`src/rtl/cfg_hdr_map.svh`:
```
`ifndef CFG_HDR_MAP_SVH
`define CFG_HDR_MAP_SVH
// How it works
// - Maker identifier at offset 0 reads a fixed code; writes ignored.
// - Part identifier at offset 2 reads a fixed code; writes ignored.
// - Each function owns a command register at offset 4, reset zero.
// - Error enables ORed across functions; each copy stays readable.
// - Command bits 15 to 10 read zero; writes do nothing.
// - Command bit 9 reads zero; no fast back-to-back mastering.
// - System-error driver enabled only while command bit 8 is set.
// - Address parity errors raise system error only with bits 8 and 6.
// - Command bit 7 reads zero; no address or data stepping.
// - Bit 6 clear still sets status bit 15 on parity errors; set also reports data parity errors on the PERR pin.
// - Command bit 5 reads zero; palette accesses never snooped.
// - Command bit 4 reads zero; mastered writes use plain memory write.
// - Command bit 3 reads zero; special cycles never answered.
// - Bus initiator requests only while command bit 2 is set.
// - Memory cycles claimed only while command bit 1 is set.
// - I/O cycles claimed only while command bit 0 is set.
// - Each function has a status register at offset 6, reset 0210h.
// - Writing one clears a status flag; zero leaves it; reads are clean.
// - Parity error status bit 15 is set in both functions' status registers.
// - Status bits 10 and 9 hardwired to medium select timing.
// - Status bit 4 reads one: capabilities list present.
`define CFG_OFS_MAKER   8'h00
`define CFG_OFS_PART    8'h02
`define CFG_OFS_CMD     8'h04
`define CFG_OFS_STS     8'h06
`define CMD_BIT_IO      0
`define CMD_BIT_MEM     1
`define CMD_BIT_MST     2
`define CMD_BIT_PAR     6
`define CMD_BIT_SERR    8
`define CMD_RESET       16'h0000
`define CMD_RW_MASK     16'h0147
`define STS_RESET       16'h0210
`define STS_HARD        16'h0210
`define STS_W1C_MASK    16'hf900
`define STS_BIT_PAR     15
`define STS_BIT_SERR    14
`define STS_BIT_MABT    13
`define STS_BIT_TABT_R  12
`define STS_BIT_TABT_S  11
`define STS_BIT_DPAR    8
`define MEM_WRITE_CODE  4'h7
`endif

```
`src/rtl/cfg_hdr_pkg.sv`:
```
package cfg_hdr_pkg;
  typedef enum logic [0:0] {ST_IDLE, ST_DONE} cfg_state_e;
  typedef logic [15:0] half_t;
  typedef logic [1:0]  func_vec_t;
endpackage

```
`src/rtl/func_ctrl_if.sv`:
```
`timescale 1ns/1ns
interface func_ctrl_if;
  logic [1:0]  cmd_wr;
  logic [15:0] cmd_wdata;
  logic [1:0]  cmd_be;
  logic [15:0] cmd0;
  logic [15:0] cmd1;
  logic        system_error_driver_enable_any;
  logic        parity_response_enable_any;
  modport bank (input cmd_wr, cmd_wdata, cmd_be,
                output cmd0, cmd1, system_error_driver_enable_any, parity_response_enable_any);
  modport ctl  (output cmd_wr, cmd_wdata, cmd_be,
                input cmd0, cmd1, system_error_driver_enable_any, parity_response_enable_any);
  modport err  (input system_error_driver_enable_any, parity_response_enable_any);
endinterface

```
`src/rtl/cmd_reg_bank.sv`:
```
`timescale 1ns/1ns
`include "cfg_hdr_map.svh"
module cmd_reg_bank (
  // Clock and reset
  input  wire logic  clk_i,
  input  wire logic  rst_n_i,
  // Command access
  func_ctrl_if.bank  fc
);
  import cfg_hdr_pkg::*;

  // ----------------------------------------
  // Byte-lane write with hardwired zeros
  // ----------------------------------------
  function automatic half_t next_cmd(input half_t q, input half_t w,
                                     input logic [1:0] be);
    half_t m;
    m = {{8{be[1]}}, {8{be[0]}}} & `CMD_RW_MASK;
    return (q & ~m) | (w & m);
  endfunction

  always_ff @(posedge clk_i or negedge rst_n_i) begin
    if (!rst_n_i) begin
      fc.cmd0 <= `CMD_RESET;
    end else if (fc.cmd_wr[0]) begin
      fc.cmd0 <= next_cmd(fc.cmd0, fc.cmd_wdata, fc.cmd_be);
    end
  end

  always_ff @(posedge clk_i or negedge rst_n_i) begin
    if (!rst_n_i) begin
      fc.cmd1 <= `CMD_RESET;
    end else if (fc.cmd_wr[1]) begin
      fc.cmd1 <= next_cmd(fc.cmd1, fc.cmd_wdata, fc.cmd_be);
    end
  end

  // Shared error hardware sees the OR of both copies
  assign fc.system_error_driver_enable_any = fc.cmd0[`CMD_BIT_SERR]
                        | fc.cmd1[`CMD_BIT_SERR];
  assign fc.parity_response_enable_any = fc.cmd0[`CMD_BIT_PAR] | fc.cmd1[`CMD_BIT_PAR];
endmodule

```
`src/rtl/error_report.sv`:
```
`timescale 1ns/1ns
`include "cfg_hdr_map.svh"
module error_report (
  // Clock and reset
  input  wire logic  clk_i,
  input  wire logic  rst_n_i,
  // Enables
  func_ctrl_if.err   fc,
  // Detected errors
  input  wire logic  addr_perr_i,
  input  wire logic  data_perr_i,
  // Pin drive
  output logic       serr_oe_o,
  output logic       perr_oe_o
);
  // ----------------------------------------
  // System error driver
  // ----------------------------------------
  always_ff @(posedge clk_i or negedge rst_n_i) begin
    if (!rst_n_i) begin
      serr_oe_o <= 1'b0;
    end else begin
      serr_oe_o <= addr_perr_i & fc.system_error_driver_enable_any & fc.parity_response_enable_any;
    end
  end

  // ----------------------------------------
  // Data parity error driver
  // ----------------------------------------
  always_ff @(posedge clk_i or negedge rst_n_i) begin
    if (!rst_n_i) begin
      perr_oe_o <= 1'b0;
    end else begin
      perr_oe_o <= data_perr_i & fc.parity_response_enable_any;
    end
  end
endmodule

```
`src/rtl/pci_cfg_id_command_status.sv`:
```
`timescale 1ns/1ns
`include "cfg_hdr_map.svh"
module pci_cfg_id_command_status #(
  // Identification codes, values arbitrary
  parameter logic [15:0] MAKER_ID = 16'h5a5a,
  parameter logic [15:0] PART_ID  = 16'ha5a5
) (
  // Clock and reset
  input  wire logic                    REF_CLK_I,
  input  wire logic                    ARST_N_I,
  // Configuration access
  input  wire logic                    CFG_REQ_I,
  input  wire logic                    CFG_WRITE_I,
  input  wire logic                    CFG_FUNC_I,
  input  wire logic [5:0]              CFG_DWORD_I,
  input  wire logic [3:0]              CFG_BE_I,
  input  wire logic [31:0]             CFG_WDATA_I,
  output logic                         CFG_READY_O,
  output logic                         CFG_DONE_O,
  output logic [31:0]                  CFG_RDATA_O,
  // Bus events from the interface logic
  input  wire logic                    ADDR_PERR_I,
  input  wire logic                    DATA_PERR_I,
  input  wire logic                    PERR_SEEN_I,
  input  wire cfg_hdr_pkg::func_vec_t  MASTER_ACTIVE_I,
  input  wire cfg_hdr_pkg::func_vec_t  MABORT_I,
  input  wire cfg_hdr_pkg::func_vec_t  TABORT_RCVD_I,
  input  wire cfg_hdr_pkg::func_vec_t  TABORT_SIG_I,
  // Master and target gating
  input  wire cfg_hdr_pkg::func_vec_t  MASTER_REQ_I,
  input  wire cfg_hdr_pkg::func_vec_t  MEM_HIT_I,
  input  wire cfg_hdr_pkg::func_vec_t  IO_HIT_I,
  output logic                         BUS_REQ_O,
  output cfg_hdr_pkg::func_vec_t       MEM_CLAIM_O,
  output cfg_hdr_pkg::func_vec_t       IO_CLAIM_O,
  output logic [3:0]                   MEM_WR_CMD_O,
  // Error pins, open drain style
  output logic                         SERR_N_O,
  output logic                         SERR_OE_O,
  output logic                         PERR_N_O,
  output logic                         PERR_OE_O
);
  import cfg_hdr_pkg::*;

  // ----------------------------------------
  // Reset release
  // ----------------------------------------
  logic       rst_meta;
  logic       rst_n;

  always_ff @(posedge REF_CLK_I or negedge ARST_N_I) begin
    if (!ARST_N_I) begin
      rst_meta <= 1'b0;
      rst_n    <= 1'b0;
    end else begin
      rst_meta <= 1'b1;
      rst_n    <= rst_meta;
    end
  end

  // ----------------------------------------
  // Declarations
  // ----------------------------------------
  func_ctrl_if  fc ();
  cfg_state_e   state;
  cfg_state_e   next_state;
  half_t        sts [2];
  half_t        cmd [2];
  logic         take;
  logic         hit_id;
  logic         hit_cs;
  logic         serr_sent;
  func_vec_t    mst_en;
  func_vec_t    mem_en;
  func_vec_t    io_en;

  assign cmd[0] = fc.cmd0;
  assign cmd[1] = fc.cmd1;

  // ----------------------------------------
  // Helpers
  // ----------------------------------------
  function automatic half_t lane_mask(input logic [1:0] be);
    return {{8{be[1]}}, {8{be[0]}}};
  endfunction

  function automatic half_t next_sts(input half_t q, input half_t set,
                                     input half_t clr);
    half_t k;
    k = q & `STS_W1C_MASK & ~clr;
    return k | (set & `STS_W1C_MASK) | `STS_HARD;
  endfunction

  // ----------------------------------------
  // Access sequencing
  // ----------------------------------------
  assign take        = CFG_REQ_I && (state == ST_IDLE);
  assign hit_id      = (CFG_DWORD_I == 6'(`CFG_OFS_MAKER >> 2));
  assign hit_cs      = (CFG_DWORD_I == 6'(`CFG_OFS_CMD >> 2));
  assign CFG_READY_O = (state == ST_IDLE);
  assign CFG_DONE_O  = (state == ST_DONE);

  always_comb begin
    next_state = state;
    case (state)
      ST_IDLE: begin
        if (take) begin
          next_state = ST_DONE;
        end
      end
      ST_DONE: begin
        next_state = ST_IDLE;
      end
      default: begin
        next_state = ST_IDLE;
      end
    endcase
  end

  always_ff @(posedge REF_CLK_I or negedge rst_n) begin
    if (!rst_n) begin
      state <= ST_IDLE;
    end else begin
      state <= next_state;
    end
  end

  // ----------------------------------------
  // Command register writes
  // ----------------------------------------
  always_comb begin
    fc.cmd_wr    = 2'b00;
    fc.cmd_wdata = CFG_WDATA_I[15:0];
    fc.cmd_be    = CFG_BE_I[1:0];
    if (take && CFG_WRITE_I && hit_cs) begin
      fc.cmd_wr = CFG_FUNC_I ? 2'b10 : 2'b01;
    end
  end

  cmd_reg_bank u_cmd_bank (
    .clk_i   (REF_CLK_I),
    .rst_n_i (rst_n),
    .fc      (fc.bank)
  );

  // ----------------------------------------
  // Read data
  // ----------------------------------------
  always_ff @(posedge REF_CLK_I or negedge rst_n) begin
    if (!rst_n) begin
      CFG_RDATA_O <= 32'h0000_0000;
    end else if (take) begin
      if (CFG_WRITE_I) begin
        CFG_RDATA_O <= 32'h0000_0000;
      end else if (hit_id) begin
        CFG_RDATA_O <= {PART_ID, MAKER_ID};
      end else if (hit_cs) begin
        CFG_RDATA_O <= {sts[CFG_FUNC_I], cmd[CFG_FUNC_I]};
      end else begin
        CFG_RDATA_O <= 32'h0000_0000;
      end
    end
  end

  // ----------------------------------------
  // Status flags per function
  // ----------------------------------------
  always_ff @(posedge REF_CLK_I or negedge rst_n) begin
    if (!rst_n) begin
      sts[0] <= `STS_RESET;
      sts[1] <= `STS_RESET;
    end else begin
      for (int f = 0; f < 2; f++) begin
        half_t set;
        half_t clr;
        set = 16'h0000;
        clr = 16'h0000;
        set[`STS_BIT_PAR]    = ADDR_PERR_I | DATA_PERR_I;
        set[`STS_BIT_SERR]   = serr_sent & cmd[f][`CMD_BIT_SERR];
        set[`STS_BIT_MABT]   = MABORT_I[f];
        set[`STS_BIT_TABT_R] = TABORT_RCVD_I[f];
        set[`STS_BIT_TABT_S] = TABORT_SIG_I[f];
        set[`STS_BIT_DPAR]   = PERR_SEEN_I & MASTER_ACTIVE_I[f]
                               & cmd[f][`CMD_BIT_PAR];
        if (take && CFG_WRITE_I && hit_cs && (CFG_FUNC_I == f[0])) begin
          clr = CFG_WDATA_I[31:16] & lane_mask(CFG_BE_I[3:2]);
        end
        sts[f] <= next_sts(sts[f], set, clr);
      end
    end
  end

  // ----------------------------------------
  // Error signalling
  // ----------------------------------------
  error_report u_err (
    .clk_i       (REF_CLK_I),
    .rst_n_i     (rst_n),
    .fc          (fc.err),
    .addr_perr_i (ADDR_PERR_I),
    .data_perr_i (DATA_PERR_I),
    .serr_oe_o   (SERR_OE_O),
    .perr_oe_o   (PERR_OE_O)
  );

  assign serr_sent = SERR_OE_O;
  assign SERR_N_O  = 1'b0;
  assign PERR_N_O  = 1'b0;

  // ----------------------------------------
  // Master and decode gating
  // ----------------------------------------
  assign mst_en = {cmd[1][`CMD_BIT_MST], cmd[0][`CMD_BIT_MST]};
  assign mem_en = {cmd[1][`CMD_BIT_MEM], cmd[0][`CMD_BIT_MEM]};
  assign io_en  = {cmd[1][`CMD_BIT_IO], cmd[0][`CMD_BIT_IO]};

  always_ff @(posedge REF_CLK_I or negedge rst_n) begin
    if (!rst_n) begin
      BUS_REQ_O <= 1'b0;
    end else begin
      BUS_REQ_O <= |(MASTER_REQ_I & mst_en);
    end
  end

  always_ff @(posedge REF_CLK_I or negedge rst_n) begin
    if (!rst_n) begin
      MEM_CLAIM_O <= 2'b00;
      IO_CLAIM_O  <= 2'b00;
    end else begin
      MEM_CLAIM_O <= MEM_HIT_I & mem_en;
      IO_CLAIM_O  <= IO_HIT_I & io_en;
    end
  end

  always_ff @(posedge REF_CLK_I or negedge rst_n) begin
    if (!rst_n) begin
      MEM_WR_CMD_O <= `MEM_WRITE_CODE;
    end else begin
      MEM_WR_CMD_O <= `MEM_WRITE_CODE;
    end
  end
endmodule

```
`config.mk`:
```
export PLATFORM = sky130hd
export DESIGN_NAME = pci_cfg_id_command_status
export DESIGN_NICKNAME = d
export VERILOG_FILES = /design/src/rtl/cfg_hdr_pkg.sv /design/src/rtl/func_ctrl_if.sv /design/src/rtl/cmd_reg_bank.sv /design/src/rtl/error_report.sv /design/src/rtl/pci_cfg_id_command_status.sv
export VERILOG_INCLUDE_DIRS = /design/src /design/src/rtl
export SDC_FILE = /design/constraint.sdc
export NUM_CORES = 1
export LEC_CHECK = 0
export BUFFER_PORTS_ARGS = -buffer_cell sky130_fd_sc_hd__buf_2
export CAP_MARGIN = 20
export CORE_UTILIZATION = 49
export DETAILED_ROUTE_END_ITERATION = 7
export PLACE_DENSITY = 0.95
export SLEW_MARGIN = 25
export SYNTH_ARGS = -nofsm -noshare
export SYNTH_HDL_FRONTEND = slang
export SYNTH_SLANG_ARGS = --single-unit
```
`constraint.sdc`:
```
create_clock -name REF_CLK_I -period 2.6 [get_ports REF_CLK_I]
set_clock_uncertainty 0.15 [all_clocks]
set_input_delay 0.13 -clock REF_CLK_I [delete_from_list [all_inputs] [get_ports REF_CLK_I]]
set_output_delay 0.13 -clock REF_CLK_I [all_outputs]
set_load 0.02 [all_outputs]
```
==> results of run 1 <==
## routing by layer
metal,part of all wire,up-vias,routed length [um]
li1,-,829,-
met1,0.39,867,1930
met2,0.52,74,2560
met3,0.059,17,292
met4,0.033,0,162
met5,0,-,0
## where the power goes
part | leakage, uW | switching (uW) | internal, uW
sequential | 0.000563 | 20.1 | 710
combinational | 0.000868 | 87.3 | 69.9
clock | 0.0000585 | 226 | 313
## synthesized netlist by cell type, types with 4 or more instances
library cell  number
a2111oi_0          5
a21o_1             5
a21oi_1            8
and2_1             4
buf_4             25
dfrtp_1           45
inv_1              5
mux2_2            10
mux2i_1           11
nand2_1           15
nand2b_1           4
nand4b_1           5
nor2_1            12
o31ai_2            6
## area by class of cell
cell class | count | area, um2 | area share
multi-input cells | 125 | 887 | 0.311
well taps | 52 | 65.1 | 0.0228
flip-flops and latches | 45 | 1130 | 0.395
inverters | 5 | 18.8 | 0.00658
repair buffers | 101 | 638 | 0.224
clock buffers | 7 | 86.3 | 0.0303
clock inverters | 1 | 30.0 | 0.0105
## cell families after synthesis
| kind of cell | after synthesis | share of synthesized area |
|---|---|---|
| and+or+nand+nor | 54 | 0.146 |
| DFF | 45 | 0.505 |
| buffers and inverters | 39 | 0.119 |
| AOI/OAI and AO/OA | 35 | 0.126 |
| muxes | 21 | 0.0999 |
| other | 2 | 0.00337 |
## path summary, 6_finish.rpt
kind	slack, ns	endpoint	start
setup / recovery	0.62	flip-flop	CFG_DWORD_I[0]
hold / removal	0.04	CFG_RDATA_O[26]$_DFFE_PN0N_	CFG_DWORD_I[1]
setup reg to reg	0.68	flip-flop	CFG_DONE_O$_DFF_PN0_
hold reg to reg	0.22	rst_n$_DFF_PN0_	rst_meta$_DFF_PN0_
max in group asynchronous	1.47	sts[15]$_DFF_PN0_	rst_n$_DFF_PN0_
min in group asynchronous	0.25	asynchronous set/reset pin	rst_n$_DFF_PN0_
## through the flow
step	cells	cell area, um2	hold slack [ns]
6_report	336	2850	0.0407
5_1_grt	336	2850	0.0598
3_5_place_dp	302	2480	-0.233
2_1_floorplan	209	2280	-0.316
3_3_place_gp	302	2480	-0.235
4_1_cts	336	2850	0.0387
## timing repair
item | 4_1_cts | 5_1_grt
endpoints found under the hold margin | 28 | 0
endpoints found under the setup margin | 0 | 0
hold buffers | 26 | 0
## cells in the final DEF, fill, tap and decap left out, types with 6 or more instances in the layout
master,instances
buf_2,74
dfrtp_1,44
dlygate4sd3_1,26
nand2_1,15
conb_1,15
nor2_1,12
mux2i_1,11
mux2_2,10
a21oi_1,8
o31ai_2,6
clkbuf_8,6
## worst max-delay path, delay by kind of cell
family | cells | cell delay [ns]
buffers and inverters | 2 | 0.70
and+or+nand+nor | 2 | 0.80
muxes | 1 | 0.38
==> qor.csv, run 1 <==
stage,metric,value,unit
outcome,status,finished clean,
critical_path,crit_arrival,2.01,ns
route,ant_nets,0,
power_and_ir_drop,ir_drop,341,uV
clock_network,cts_root_buf,clkbuf_8,
route,drt_iter0_drc,101,
final_layout,antenna-diode-count,0,
logic_synthesis,synth_cells,196,
logic_synthesis,synth_cell_types,35,
clock_network,htree_levels,2,
clock_network,post_cts_resized,0,
logic_synthesis,synth-seq-cells,45,
route,wire_per_inst,14.7,um
grt,antenna_found_initial,0,
critical_path,worstPathMaxFanout,9,
critical_path,crit_type,input port to flip-flop,
route,avgViaCountPerCell,5.32,
place,dp_hpwl,3320,um
critical_path,r2r_cells,3,
place,gp_congestion,0.802,
clock_network,post_cts_buffers,0,
grt,grt_pass1_vias,1798,
grt,met3_usage,0.0509,
floorplan,io_pins,111,
timing,timing.final.ws_setup,0.620,ns
logic_synthesis,synthFlopType,dfrtp_1,
route,drc,0,
clock_network,cts_sinks,45,
route,first_pass_iters,4,
logic_synthesis,synth.avg_cell_area,11.4,um2
logic_synthesis,synthTopCellsByArea,"dfrtp_1, buf_4, mux2_2",
route,via_count,1787,
timing,fmax,505,MHz
logic_synthesis,seq_area_frac_synth,0.505,
critical_path,crit_slowest_cell,dlygate4sd3_1,
critical_path,cpPeakStageDelay,0.52,ns
logic_synthesis,synth_area_leader_cell,dfrtp_1,
timing,slew_headroom,0.389,
timing,tns,0,ns
clock_network,clkLatencyLatePin,0.30,ns
grt,grt_max_degree,44,
job,drv_cap,0,
grt,grt_overflow,0,
critical_path,required,2.63,ns
timing,finalCriticalPeriod,1.98,ns
floorplan,die_y,69.5,um
min_path,holdPathStages,3,
power_and_ir_drop,p_per_area,500,nW/um2
grt,use_met2,0.382,
timing,setup_viol,0,
timing,hold_viol,0,
final_layout,drive_gt1_frac,0.373,
clock_network,cts_buffer_depth,2,
final_layout,n_fill_cell,327,
floorplan,fp.dieArea,4820,um2
power_and_ir_drop,leakagePower,0.00149,uW
clock_network,cts_buffers,5,
place,pre_cts_ws,0.582,ns
logic_synthesis,async_reset_ff_frac,1.00,
final_layout,nNetsFinal,347,
timing,fin_crit_sh,0.762,
place,io_buffers,74,
power_and_ir_drop,power,1430,uW
route,routed_wl,4950,um
critical_path,worstPathCellList,dlygate4sd3_1 -> buf_2 -> nand2b_1 -> nor4_4 -> mux2_2,
floorplan,row_count,24,
final_layout,fin_util,0.655,
grt,grt_use_total,0.221,
timing,slew_violations,0,
grt,grt_first_pass_wirelength,8310,um
floorplan,core,4350,um2
critical_path,start_kind,input port,
logic_synthesis,syn_area,2230,um2
floorplan,start_util,0.512,
grt,grt_most_used_layer,met2,
final_layout,synthToLayoutAreaGrowth,27.9,%
clock_network,cts_tree,done,
min_path,hold_path_class,input port to flip-flop,
logic_synthesis,synth_top_area_share,0.505,
critical_path,worst_setup_path_end_kind,flip-flop,
floorplan,dieWidth,69.5,um
timing,tightest_slew,0.917,ns
logic_synthesis,ys_warn_count,0,
grt,met1_usage,0.254,
logic_synthesis,synth_edf_count,0,
clock_network,clk_pin_slew,0.08,ns
timing,rsz0062_at_grt,false,
No activity file was read; power rests on OpenSTA's default activity.
==> run 2: changes to the inputs <==
- ABC_AREA: not set -> 1
- CORE_UTILIZATION: 49 -> 41
- PLACE_DENSITY: 0.95 -> 0.86
- clock period: 2.6 -> 1.6 ns (I/O delays scaled with it)
==> qor.csv, run 2 <==
stage,metric,value,unit,change
grt,grt_overflow,0,,unchanged
timing,slew_violations,0,,unchanged
logic_synthesis,synth.avg_cell_area,9.12,um2,-20%
critical_path,timing.rr.start,CFG_DONE_O$_DFF_PN0_,,
logic_synthesis,synth-compound-area-share,0.0505,,-0.0757
final_layout,antenna-diode-count,0,,unchanged
critical_path,required,1.63,ns,-1.00 ns
logic_synthesis,synth_cells,247,,+26%
job,drv_cap,0,,unchanged
route,ant_nets,0,,unchanged
final_layout,fin_util,0.570,,-0.0852
grt,grt_max_degree,22,,-50%
grt,grt_first_pass_wirelength,8160,um,-1.9%
clock_network,htree_levels,2,,unchanged
clock_network,cts_buffer_depth,2,,unchanged
logic_synthesis,async_reset_ff_frac,1.00,,unchanged
route,routed_wl,4900,um,-1.1%
timing,hold_viol,0,,unchanged
grt,antenna_found_initial,0,,unchanged
critical_path,r2r_slack,0.17,ns,-0.51 ns
place,gp_congestion,0.800,,-0.34%
route,drt_iter0_drc,111,,+9.9%
route,wire_per_inst,11.8,um,-20%
critical_path,start_kind,input port,,
floorplan,fp.dieArea,5800,um2,+20%
logic_synthesis,synthAdderAreaFrac,0,,unchanged
timing,fmax,685,MHz,
place,dp_hpwl,3510,um,+5.7%
route,avgViaCountPerCell,4.64,,-13%
critical_path,worst_setup_path_end_kind,flip-flop,,
route,drc,0,,unchanged
floorplan,die_y,76.1,um,+9.6%
min_path,hp-start,CFG_DWORD_I[5],,
critical_path,crit_arrival,1.49,ns,-0.52 ns
min_path,hold_path_class,input port to flip-flop,,
clock_network,clk_pin_slew,0.08,ns,about the same
min_path,holdPathStages,4,,+1
timing,fin_crit_sh,0.913,,
clock_network,cts_sinks,45,,unchanged
place,dp.cells,377,,+25%
clock_network,cts_root_buf,clkbuf_8,,
final_layout,synthToLayoutAreaGrowth,31.6,%,
floorplan,start_util,0.433,,-0.0791
clock_network,cts_tree,done,,
clock_network,cts_buffers,5,,unchanged
floorplan,dieWidth,76.1,um,+9.6%
critical_path,worstPathMaxFanout,4,,-5
outcome,status,finished clean,,
critical_path,critPathMostFrequentCell,nand2_1,,
critical_path,crit_type,input port to flip-flop,,
grt,grt_pass1_vias,1876,,+4.3%
logic_synthesis,synth-xor-area-share,0,,unchanged
critical_path,cpPeakStageDelay,0.53,ns,about the same
critical_path,r2r_cells,7,,+4
place,io_buffers,74,,unchanged
timing,setup_viol,0,,unchanged
logic_synthesis,seq_area_frac_synth,0.500,,-0.00533
logic_synthesis,synth-seq-cells,45,,unchanged
grt,grt_use_total,0.174,,-0.0463
logic_synthesis,ys_warn_count,0,,unchanged
min_path,min_to,CFG_RDATA_O[26]$_DFFE_PN0N_,,
floorplan,core,5200,um2,+20%
logic_synthesis,synth.area.mux_share,0.0489,,-0.0510
logic_synthesis,synth_top_family_by_area,simple AND/OR/NAND/NOR gates,,
logic_synthesis,synth_common_cells,"nand2_1, dfrtp_1, buf_4",,
logic_synthesis,synth_edf_count,0,,unchanged
logic_synthesis,synthFlopType,dfrtp_1,,
place,placed_area,2570,um2,+3.9%
final_layout,final_common_cell,buf_2,,
clock_network,clkLatencyLatePin,0.29,ns,about the same
timing,finalCriticalPeriod,1.46,ns,
route,via_count,1927,,+7.8%
logic_synthesis,synth_area_leader_cell,dfrtp_1,,
final_layout,drive_gt1_frac,0.299,,-0.0747
logic_synthesis,yosysMostFrequentCell,nand2_1,,
logic_synthesis,synth_top_area_share,0.500,,-0.00533
logic_synthesis,synth_cell_types,22,,-37%
final_layout,final_cells,415,,+24%
power_and_ir_drop,ir_drop,524,uV,+54%
route,first_pass_iters,4,,unchanged
logic_synthesis,syn_area,2250,um2,+1.1%
timing,tns,0,ns,unchanged
power_and_ir_drop,leakagePower,0.00168,uW,+13%
final_layout,final_area,2970,um2,+4.0%
floorplan,row_count,26,,+8.3%
final_layout,final_cell_mix,"buf_2, nand2_1, dfrtp_1",,
floorplan,io_pins,111,,unchanged
final_layout,nNetsFinal,408,,+18%
logic_synthesis,synthTopCellsByArea,"dfrtp_1, nand2_1, buf_4",,
logic_synthesis,synthSimpleGateAreaFrac,0.253,,+0.106
critical_path,worstPathCellList,dlygate4sd3_1 -> buf_2 -> nor2_4 -> nand2_4 -> nor2_8 -> nand4_1 -> nand2_1 -> nand2_1,,
critical_path,crit_slowest_cell,dlygate4sd3_1,,
timing,rsz0062_at_grt,false,,
power_and_ir_drop,p_per_area,722,nW/um2,+44%
## run 2: changes by cell type after synthesis, sizes merged, moves of 4 or more
cell     previous run  this run
a2111oi             5         0
a21o                5         0
and2                4         0
inv                 5        23
mux2               10         0
nand2              15        70
nand2b              4         0
nand3               1         5
nand4               0        26
nand4b              5         0
nor4                6         0
o21ai               3        13
o31ai               6         0
## run 2: cell families after synthesis
group                  count (synthesis)
and+or+nand+nor                      113
buffers and inverters                 57
DFF                                   45
AOI/OAI and AO/OA                     19
muxes                                 11
other                                  2
## run 2: worst max-delay path, delay by kind of cell
kind	cells	cell delay [ns]
buffers and inverters	2	0.66
AND/OR/NAND/NOR	6	0.75
## run 2: final cells by class
| type | instances | area, um2 |
|---|---|---|
| timing repair buffer | 111 | 733 |
| clock buffer | 8 | 80.1 |
| sequential | 45 | 1130 |
| inverter | 23 | 86.3 |
| fill | 483 | 2240 |
| tap | 70 | 87.6 |
| multi-input combinational | 158 | 852 |
## run 2: routing by layer
| metal | global-route usage | vias up | wire, um |
|---|---|---|---|
| met3 | 0.0347 | 6 | 321 |
| met5 | 0 | - | 0 |
| met1 | 0.214 | 885 | 2090 |
| met4 | 0.0423 | 0 | 37 |
| li1 | - | 954 | - |
| met2 | 0.314 | 82 | 2450 |
## run 2: stage by stage
stage / power, uW / setup slack, ns / hold slack [ns]
after floorplan: 1370 / 0.105 / -0.366
after global placement: 1440 / 0.152 / -0.285
after detailed placement: 1440 / 0.113 / -0.283
after CTS: 2160 / 0.0522 / 0.00367
after global routing: 2250 / 0.00810 / 0.0422
final: 2140 / 0.139 / 0.0241
## run 2: how the worst max path moves through the flow
stage,start,to,cells after the start,slack [ns]
3_3_place_gp,CFG_DONE_O$_DFF_PN0_,CFG_RDATA_O[24]$_DFFE_PN0N_,7,0.15
2_1_floorplan,rst_n$_DFF_PN0_,BUS_REQ_O$_DFF_PN0_,0,0.10
4_1_cts,CFG_DWORD_I[4],flip-flop,8,0.05
6_report,CFG_DWORD_I[4],flip-flop,8,0.14
3_5_place_dp,CFG_DONE_O$_DFF_PN0_,CFG_RDATA_O[29]$_DFFE_PN0N_,7,0.11
5_1_grt,CFG_DONE_O$_DFF_PN0_,flip-flop,7,0.008
## run 2: power breakdown
part | total, uW | internal [uW] | switching (uW)
sequential | 1180 | 1160 | 21.9
clock | 670 | 311 | 359
combinational | 292 | 125 | 166
## run 2: timing repair
action,in CTS,in global routing
hold buffers,29,0
endpoints found under the hold margin,32,0
endpoints found under the setup margin,0,8
setup buffers,0,1
resized for setup,0,1
